`src/include/ceh_cfg.svh`:
```
// Offsets, field positions, reset values and vector numbers of the exception unit
`ifndef CEH_CFG_SVH
`define CEH_CFG_SVH
`define CEH_OFS_VBR     12'h000
`define CEH_OFS_SP      12'h004
`define CEH_OFS_FSCR    12'h008
`define CEH_OFS_STAT    12'h00c
`define CEH_FLAG_LSB    0
`define CEH_EN_LSB      5
`define CEH_CAUSE_LSB   10
`define CEH_QIS_BIT     15
`define CEH_V_BIT       4
`define CEH_RST_VBR     32'h0000_0000
`define CEH_RST_SP      32'h0000_0000
`define CEH_RST_FSCR    32'h0000_0000
`define CEH_VEC_ILLEGAL 8'h04
`define CEH_VEC_ADDRERR 8'h09
`define CEH_VEC_BUSERR  8'h0b
`define CEH_VEC_BANKOVF 8'h0c
`define CEH_VEC_DIVZ    8'h0d
`define CEH_VEC_DIVOVF  8'h0e
`define CEH_VEC_FPU     8'h0f
`define CEH_VEC_IRQ     8'h40
`define CEH_WORD_STEP   32'h0000_0004
`define CEH_NEG_MAX     32'h8000_0000
`define CEH_MINUS_ONE   32'hffff_ffff
`endif

```
`src/include/ceh_pkg.sv`:
```
// Types shared by the exception unit
package ceh_pkg;
   // Sequence states, Gray coded along the usual path from CEH_IDLE to CEH_JUMP
   typedef enum logic [2:0] {
      CEH_IDLE    = 3'b000,
      CEH_FETCH   = 3'b001,
      CEH_PUSH_SR = 3'b011,
      CEH_PUSH_PC = 3'b010,
      CEH_JUMP    = 3'b110
   } ceh_state_e;

   // Bus request towards vector reads and stack writes
   typedef struct packed {
      logic        req;
      logic        we;
      logic [31:0] addr;
      logic [31:0] wdata;
   } ceh_mem_s;

   // Whole state of the unit
   typedef struct packed {
      ceh_state_e  state;
      ceh_mem_s    mem;
      logic [31:0] vector_base_reg;
      logic [31:0] sp;
      logic [4:0]  flag;
      logic [4:0]  en;
      logic [4:0]  cause;
      logic        quiet_nan_signal_select;
      logic [3:0]  pend;
      logic        fpu_pend;
      logic        ae_pend;
      logic        in_ae;
      logic [7:0]  vec;
      logic [31:0] save_pc;
      logic [31:0] save_sr;
      logic [31:0] vec_addr;
      logic        dec_stall;
      logic        jump_valid;
      logic [31:0] jump_addr;
      logic        jump_delayed;
      logic        pready;
      logic        pslverr;
      logic [31:0] prdata;
   } ceh_regs_s;
endpackage

```
`src/hdl/ceh_exc_unit.sv`:
```
// Instruction exception sequencer with APB register access
//
// Implementation choices: the placing of the registers and the APB register port.
`include "ceh_cfg.svh"
module ceh_exc_unit (
   input  wire logic            pclk,
   input  wire logic            presetn,
   input  wire logic            psel,
   input  wire logic            penable,
   input  wire logic            pwrite,
   input  wire logic [11:0]     paddr,
   input  wire logic [31:0]     pwdata,
   output logic [31:0]          prdata,
   output logic                 pready,
   output logic                 pslverr,
   input  wire logic            dec_valid,
   input  wire logic            dec_in_slot,
   input  wire logic            dec_undef,
   input  wire logic            dec_unsigned_divide_instr,
   input  wire logic            dec_signed_divide_instr,
   input  wire logic [31:0]     dec_pc,
   input  wire logic [31:0]     dividend,
   input  wire logic [31:0]     divisor,
   input  wire logic            fp_valid,
   input  wire logic [4:0]      fp_cause,
   input  wire logic            fp_qnan_inf,
   input  wire logic [3:0]      ext_req,
   input  wire logic [31:0]     status_reg,
   output ceh_pkg::ceh_mem_s    mem,
   input  wire logic            mem_ack,
   input  wire logic [31:0]     mem_rdata,
   output logic                 dec_stall,
   output logic                 jump_valid,
   output logic [31:0]          jump_addr,
   output logic                 jump_delayed,
   output logic                 fpu_halt
);
   ceh_pkg::ceh_regs_s r;        // Registered state
   ceh_pkg::ceh_regs_s next_r;   // Next state
   logic [4:0]  fp_eff;          // Cause of this floating op
   logic        fp_take;         // Enabled floating source seen
   logic        accept;          // Decoded non-slot instruction can take an exception while idle
   logic        div_zero;        // Zero divisor on a divide
   logic        div_ovf;         // Signed overflow case
   logic        apb_wr;          // Write completes this edge
   logic        apb_rd;          // Read answered next edge
   logic [31:0] fscr_view;       // Packed floating status word

   // Quiet NaN select widens the invalid cause
   assign fp_eff = fp_cause | {fp_valid & r.quiet_nan_signal_select & r.en[`CEH_V_BIT] & fp_qnan_inf, 4'h0};
   assign fp_take = fp_valid & |(fp_eff & r.en);
   // Only a non-slot decode while idle may take a new exception; a held stacking fault needs none
   assign accept = dec_valid & ~dec_in_slot & (r.state == ceh_pkg::CEH_IDLE);
   assign div_zero = (dec_unsigned_divide_instr | dec_signed_divide_instr) & (divisor == 32'h0000_0000);
   assign div_ovf = dec_signed_divide_instr & (dividend == `CEH_NEG_MAX) & (divisor == `CEH_MINUS_ONE);
   assign apb_wr = psel & penable & pwrite & r.pready;
   assign apb_rd = psel & penable & ~pwrite & ~r.pready;
   assign fscr_view = {16'h0000, r.quiet_nan_signal_select, r.cause, r.en, r.flag};

   // Next state: bus slave, floating status and the stacking sequence
   always_comb
   begin
      next_r = r;
      next_r.jump_valid = 1'b0;
      next_r.jump_delayed = 1'b0;
      // Answer each access phase one cycle late
      next_r.pready = psel & penable & ~r.pready;
      next_r.pslverr = 1'b0;
      if (apb_rd)
      begin
         unique case (paddr)
            `CEH_OFS_VBR:  next_r.prdata = r.vector_base_reg;
            `CEH_OFS_SP:   next_r.prdata = r.sp;
            `CEH_OFS_FSCR: next_r.prdata = fscr_view;
            `CEH_OFS_STAT: next_r.prdata = {16'h0000, r.vec, r.ae_pend, r.in_ae,
                                            r.fpu_pend, r.pend[3:0], 1'b0};
            default:
            begin
               next_r.prdata = 32'h0000_0000;
               next_r.pslverr = 1'b1; // Unmapped address
            end
         endcase
      end
      if (apb_wr)
      begin
         if (paddr == `CEH_OFS_VBR)
            next_r.vector_base_reg = pwdata;
         // Pointer writes while stacking would corrupt the frame
         if (paddr == `CEH_OFS_SP && r.state == ceh_pkg::CEH_IDLE)
            next_r.sp = pwdata;
         if (paddr == `CEH_OFS_FSCR)
         begin
            next_r.flag = pwdata[`CEH_FLAG_LSB +: 5];
            next_r.en = pwdata[`CEH_EN_LSB +: 5];
            next_r.cause = pwdata[`CEH_CAUSE_LSB +: 5];
            next_r.quiet_nan_signal_select = pwdata[`CEH_QIS_BIT];
         end
      end
      // Floating status after software, so detection wins
      if (fp_valid)
      begin
         next_r.cause = fp_eff;
         next_r.flag = next_r.flag | fp_eff;
      end
      // Sources held until an accepting decode, set wins over take
      next_r.pend = r.pend | ext_req;
      if (fp_take)
         next_r.fpu_pend = 1'b1;
      unique case (r.state)
         ceh_pkg::CEH_IDLE:
         begin
            next_r.vec = 8'h00;
            if (r.ae_pend)
            begin
               // Stacking fault handled before anything new
               next_r.vec = `CEH_VEC_ADDRERR;
               next_r.save_pc = r.vec_addr;
               next_r.ae_pend = 1'b0;
               next_r.in_ae = 1'b1;
            end
            else if (accept)
            begin
               next_r.save_pc = dec_pc;
               if (r.pend[0])
               begin
                  next_r.vec = `CEH_VEC_ADDRERR;
                  next_r.pend[0] = ext_req[0];
                  next_r.in_ae = 1'b1;
               end
               else if (r.pend[1])
               begin
                  next_r.vec = `CEH_VEC_BUSERR;
                  next_r.pend[1] = ext_req[1];
               end
               else if (r.pend[2])
               begin
                  next_r.vec = `CEH_VEC_BANKOVF;
                  next_r.pend[2] = ext_req[2];
               end
               else if (r.pend[3])
               begin
                  next_r.vec = `CEH_VEC_IRQ;
                  next_r.pend[3] = ext_req[3];
               end
               else if (r.fpu_pend)
               begin
                  next_r.vec = `CEH_VEC_FPU;
                  next_r.fpu_pend = fp_take;
               end
               else if (dec_undef)
                  next_r.vec = `CEH_VEC_ILLEGAL;
               else if (div_zero)
                  next_r.vec = `CEH_VEC_DIVZ;
               else if (div_ovf)
                  next_r.vec = `CEH_VEC_DIVOVF;
            end
            if (next_r.vec != 8'h00)
            begin
               next_r.state = ceh_pkg::CEH_FETCH;
               next_r.save_sr = status_reg;
               next_r.mem.req = 1'b1;
               next_r.mem.we = 1'b0;
               next_r.mem.addr = r.vector_base_reg + {22'h000000, next_r.vec, 2'b00};
               // A misaligned base faults unless already in that handler
               if (r.vector_base_reg[1:0] != 2'b00 && !next_r.in_ae)
                  next_r.ae_pend = 1'b1;
            end
         end
         ceh_pkg::CEH_FETCH:
            if (mem_ack)
            begin
               next_r.vec_addr = mem_rdata;
               next_r.sp = r.sp - `CEH_WORD_STEP;
               next_r.mem.we = 1'b1;
               next_r.mem.addr = r.sp - `CEH_WORD_STEP;
               next_r.mem.wdata = r.save_sr;
               next_r.state = ceh_pkg::CEH_PUSH_SR;
               if (r.sp[1:0] != 2'b00 && !r.in_ae)
                  next_r.ae_pend = 1'b1;
            end
         ceh_pkg::CEH_PUSH_SR:
            if (mem_ack)
            begin
               // Write still issued at a faulty pointer, data still the saved PC
               next_r.sp = r.sp - `CEH_WORD_STEP;
               next_r.mem.addr = r.sp - `CEH_WORD_STEP;
               next_r.mem.wdata = r.save_pc;
               next_r.state = ceh_pkg::CEH_PUSH_PC;
            end
         ceh_pkg::CEH_PUSH_PC:
            if (mem_ack)
            begin
               next_r.mem.req = 1'b0;
               next_r.mem.we = 1'b0;
               next_r.jump_valid = 1'b1;
               next_r.jump_addr = r.vec_addr;
               next_r.state = ceh_pkg::CEH_JUMP;
            end
         ceh_pkg::CEH_JUMP:
         begin
            next_r.in_ae = 1'b0;
            next_r.state = ceh_pkg::CEH_IDLE;
         end
         default: next_r.state = ceh_pkg::CEH_IDLE;
      endcase
      next_r.dec_stall = (next_r.state != ceh_pkg::CEH_IDLE);
   end

   // State register
   always_ff @(posedge pclk or negedge presetn)
   begin
      if (!presetn)
      begin
         r <= '0;
         r.state <= ceh_pkg::CEH_IDLE;
         r.vector_base_reg <= `CEH_RST_VBR;
         r.sp <= `CEH_RST_SP;
      end
      else
         r <= next_r;
   end

   assign prdata = r.prdata;
   assign pready = r.pready;
   assign pslverr = r.pslverr;
   assign mem = r.mem;
   assign dec_stall = r.dec_stall;
   assign jump_valid = r.jump_valid;
   assign jump_addr = r.jump_addr;
   assign jump_delayed = r.jump_delayed;
   assign fpu_halt = r.fpu_pend;

   logic quiet; // No held source would win
   assign quiet = accept & !r.ae_pend & (r.pend == 4'h0) & !r.fpu_pend;
endmodule

```
`config.mk`:
```
export PLATFORM = sky130hd
export DESIGN_NAME = ceh_exc_unit
export DESIGN_NICKNAME = d
export VERILOG_FILES = /design/src/include/ceh_pkg.sv /design/src/hdl/ceh_exc_unit.sv
export VERILOG_INCLUDE_DIRS = /design/src /design/src/include
export SDC_FILE = /design/constraint.sdc
export NUM_CORES = 1
export LEC_CHECK = 0
export ABC_CLOCK_PERIOD_IN_PS = 10100
export BUFFER_PORTS_ARGS = -buffer_cell sky130_fd_sc_hd__clkbuf_2
export CORE_MARGIN = 8
export CORE_UTILIZATION = 59
export DETAILED_ROUTE_END_ITERATION = 10
export PLACE_DENSITY = 0.88
export SYNTH_ARGS = -nofsm -noshare
export SYNTH_HDL_FRONTEND = slang
export SYNTH_SLANG_ARGS = --single-unit
```
`constraint.sdc`:
```
create_clock -name pclk -period 10.1 [get_ports pclk]
set_input_delay 0.505 -clock pclk [delete_from_list [all_inputs] [get_ports pclk]]
set_output_delay 0.505 -clock pclk [all_outputs]
set_load 0.01 [all_outputs]
```
==> impl_metrics.tcl <==
set metrics [dict create \
    start_util 0.598 \
    yosys.area_share.simple 0.127 \
    period_needed_ps 4210 \
    ys.flop_type "dfrtp_1" \
    slew_headroom 0.178 \
    cts_buffers 35 \
    synth_cell_types 68 \
    synth-xor-area-share 0.0280 \
    via_per_inst 6.17 \
    cts_num_sinks 325 \
    synth-edff-count 0 \
    synth_top_family_by_area "multiplexers" \
    post_drt_wl_per_cell_um 22.6 \
    ios 362 \
    synth_compound_area_frac 0.125 \
    drt_wl_total_mm 49.6 \
    yosys.area.top_type_share 0.490 \
    synth.top_cells.by_count "dfrtp_1, nand2_1, buf_4" \
    r2r_end "mem[58]$_DFFE_PN0P_" \
    yosys.area.top_type "dfrtp_1" \
    root_buffer "clkbuf_16" \
    hpwlAfterDp_mm 35.0 \
    muxShareOfSynthArea 0.133 \
    clock_path_buffers 3 \
    synth.most_common_cell "dfrtp_1" \
    grtUsageTotal 0.290 \
    syn_area_mm2 0.0166 \
    crit_chain "nor3_2, nand3b_1, buf_4, a21oi_1, or2_2, ha_1, inv_1, fa_1, nand3b_1, a21bo_2, a211oi_1, nand2_1, xor2_1, mux2i_1, mux2_1" \
    grt_pass1_wl_mm 77.7 \
    synth_area_leaders "dfrtp_1, mux2_2, buf_4" \
    worstSetupPathType "flop to flop" \
    grt_max_degree 93 \
    setup_tns_ps 0 \
    ff2ff_path_depth 15 \
    drive_gt1_frac 0.321 \
    timing.final.ws_setup_ps 5890 \
    grt_pass1_vias 14046 \
    dieArea_mm2 0.0338 \
    cp-start-kind "flop" \
    syn-instance-count 1614 \
    dr_total_vias 13554 \
    grt_overflow 0 \
    fp-row-count 61 \
    clk_latency_ps 510 \
    period_share 0.417 \
    hold_viol 0 \
    reg2reg_from "r[326]$_DFF_PN0_" \
    holdBufCountCts 0 \
    core_area_mm2 0.0278 \
    syn_area_per_cell_um2 10.3 \
    syn_to_final_growth_pct 12.7 \
    fmax_mhz 238 \
    worst_pin_slew_ps 1230 \
    synth_nets 1848 \
    vdd_drop_max_uv 183 \
    htreeDepth 2 \
    holdCritPathClass "primary input to asynchronous set/reset pin" \
    ys_ff_latch 325 \
    stdcell_count 2197 \
    worst_path_max_delay_cell "a211oi_1" \
    die_w_um 184 \
    yosysSeqAreaShare 0.490 \
    slew_viol_final 0 \
    fin_skew_ps 9.84 \
    place_congestion 0.928 \
    final_nets 2032 \
    slowest_delay_ps 820 \
    cap_viol_max_count 0 \
    setup_viol 0 \
    yosys_warnings 0 \
    post_cts_buffers 0 \
    cts_tree "done" \
    hold-worst-slack_ps 10.8 \
    async_flop_share 1.00 \
    clkTransAtPathRegs_ps 60 \
    die_h_um 184 \
    reg2reg_slack_ps 5890 \
    drc 0 \
    rsz0062_at_grt "no" \
    nFillCells 2112 \
    drt-pass1-iter-count 7 \
    grt_antenna_before_repair 2 \
    power_leakage_uw 0.00851 \
    power.density_mw_per_mm2 238 \
    final_util 0.674 \
    cpMostUsedCell "nand3b_1" \
    io_buffers 360 \
    required_ps 10480 \
    place_ws_ps 5530 \
    outcome "finished, final reports clean" \
    cts_resized 0 \
    drt_iter0_drc 1343 \
    dpl.cell_count 2139 \
    critPathMaxFanout 37 \
    endpoint_kind "flop" \
    drtAntennaViolNets 0 \
    synth_adder_area_share 0.00648 \
    cp.arrival_ps 4590 \
]
stage by stage:
step	cell area (um^2)	total power, uW
6_report	18700	4450
5_1_grt	18700	4650
4_1_cts	18700	4450
3_5_place_dp	17700	3220
3_3_place_gp	17700	3150
2_1_floorplan	16600	2890
power by group:
| part | switching [uW] | leakage, uW | internal, uW |
|---|---|---|---|
| Combinational | 732 | 0.00390 | 575 |
| Clock | 507 | 0.000524 | 714 |
| Sequential | 270 | 0.00408 | 1650 |
cell usage in the layout (no fill, tap or decap), types with 6 or more instances in the layout:
cell type / count
a22oi_1: 18
inv_1: 18
buf_4: 20
or3_1: 8
xor2_1: 24
nor3_1: 21
mux2_1: 41
dfrtp_1: 325
a21oi_1: 50
a311oi_1: 8
nor4_1: 19
clkbuf_1: 11
nand3_1: 18
clkbuf_2: 359
mux2_2: 120
mux4_2: 6
nand2b_1: 7
nor2_1: 69
xnor2_1: 29
clkbuf_16: 37
nand4_1: 19
mux2i_1: 26
o21ai_1: 6
o2bb2ai_1: 7
a31oi_1: 40
and3_1: 6
nand2_1: 220
ha_1: 7
o22ai_1: 84
o21ai_0: 94
layout make-up:
type	instances	area, um^2	share of cell area
Multi-Input combinational cell	1036	7020	0.375
Timing Repair Buffer	380	1960	0.105
Inverter	20	75.1	0.00401
Clock buffer	51	1010	0.0539
Sequential cell	325	8130	0.434
Tap cell	378	473	0.0253
Clock inverter	6	55.1	0.00294
Antenna cell	1	2.50	0.000134
cell families (layout without fill, tap and decap cells):
logic type                 after synthesis  in the layout
adders and majority gates                8              8
AOI/OAI and AO/OA                      340            340
xor gates and xnor gates                53             53
buffers and inverters                  253            457
DFF                                    325            325
and+or+nand+nor                        441            441
other                                    1              2
muxes                                  193            193
registers in the layout, summed over array words and instances (netlist names):
| name | count |
|---|---|
| dec_stall | 1 |
| pready | 1 |
| mem | 66 |
| fscr_view | 16 |
| pslverr | 1 |
| jump_valid | 1 |
| r | 174 |
| fpu_halt | 1 |
| jump_addr | 32 |
| prdata | 32 |
worst max-delay path, delay by kind of cell, from the launching register on:
kind / cells / cell delay (ps)
AO/OA/AOI/OAI: 3 / 1290
AND/OR/NAND/NOR: 5 / 840
flip-flops: 1 / 500
adder cells (fa/ha/maj): 2 / 550
XOR/XNOR: 1 / 170
multiplexers: 2 / 380
buffers and inverters: 2 / 330
how the worst max path moves through the flow:
stage | start | to | depth (start not counted)
finish | r[326]$_DFF_PN0_ | mem[58]$_DFFE_PN0P_ | 15
global route | paddr[1] | r[210]$_DFF_PN0_ | 8
CTS | r[326]$_DFF_PN0_ | mem[58]$_DFFE_PN0P_ | 15
detailed placement | dividend[23] | mem[58]$_DFFE_PN0P_ | 15
global placement | dividend[23] | mem[56]$_DFFE_PN0P_ | 15
floorplan | dividend[1] | mem[56]$_DFFE_PN0P_ | 14
per-layer routing:
metal  track usage  share of wire
met5             0        0.00026
met4         0.117          0.038
met3        0.0757           0.10
met2         0.474           0.48
met1         0.363           0.38
No activity file was read; power rests on OpenSTA's default activity.
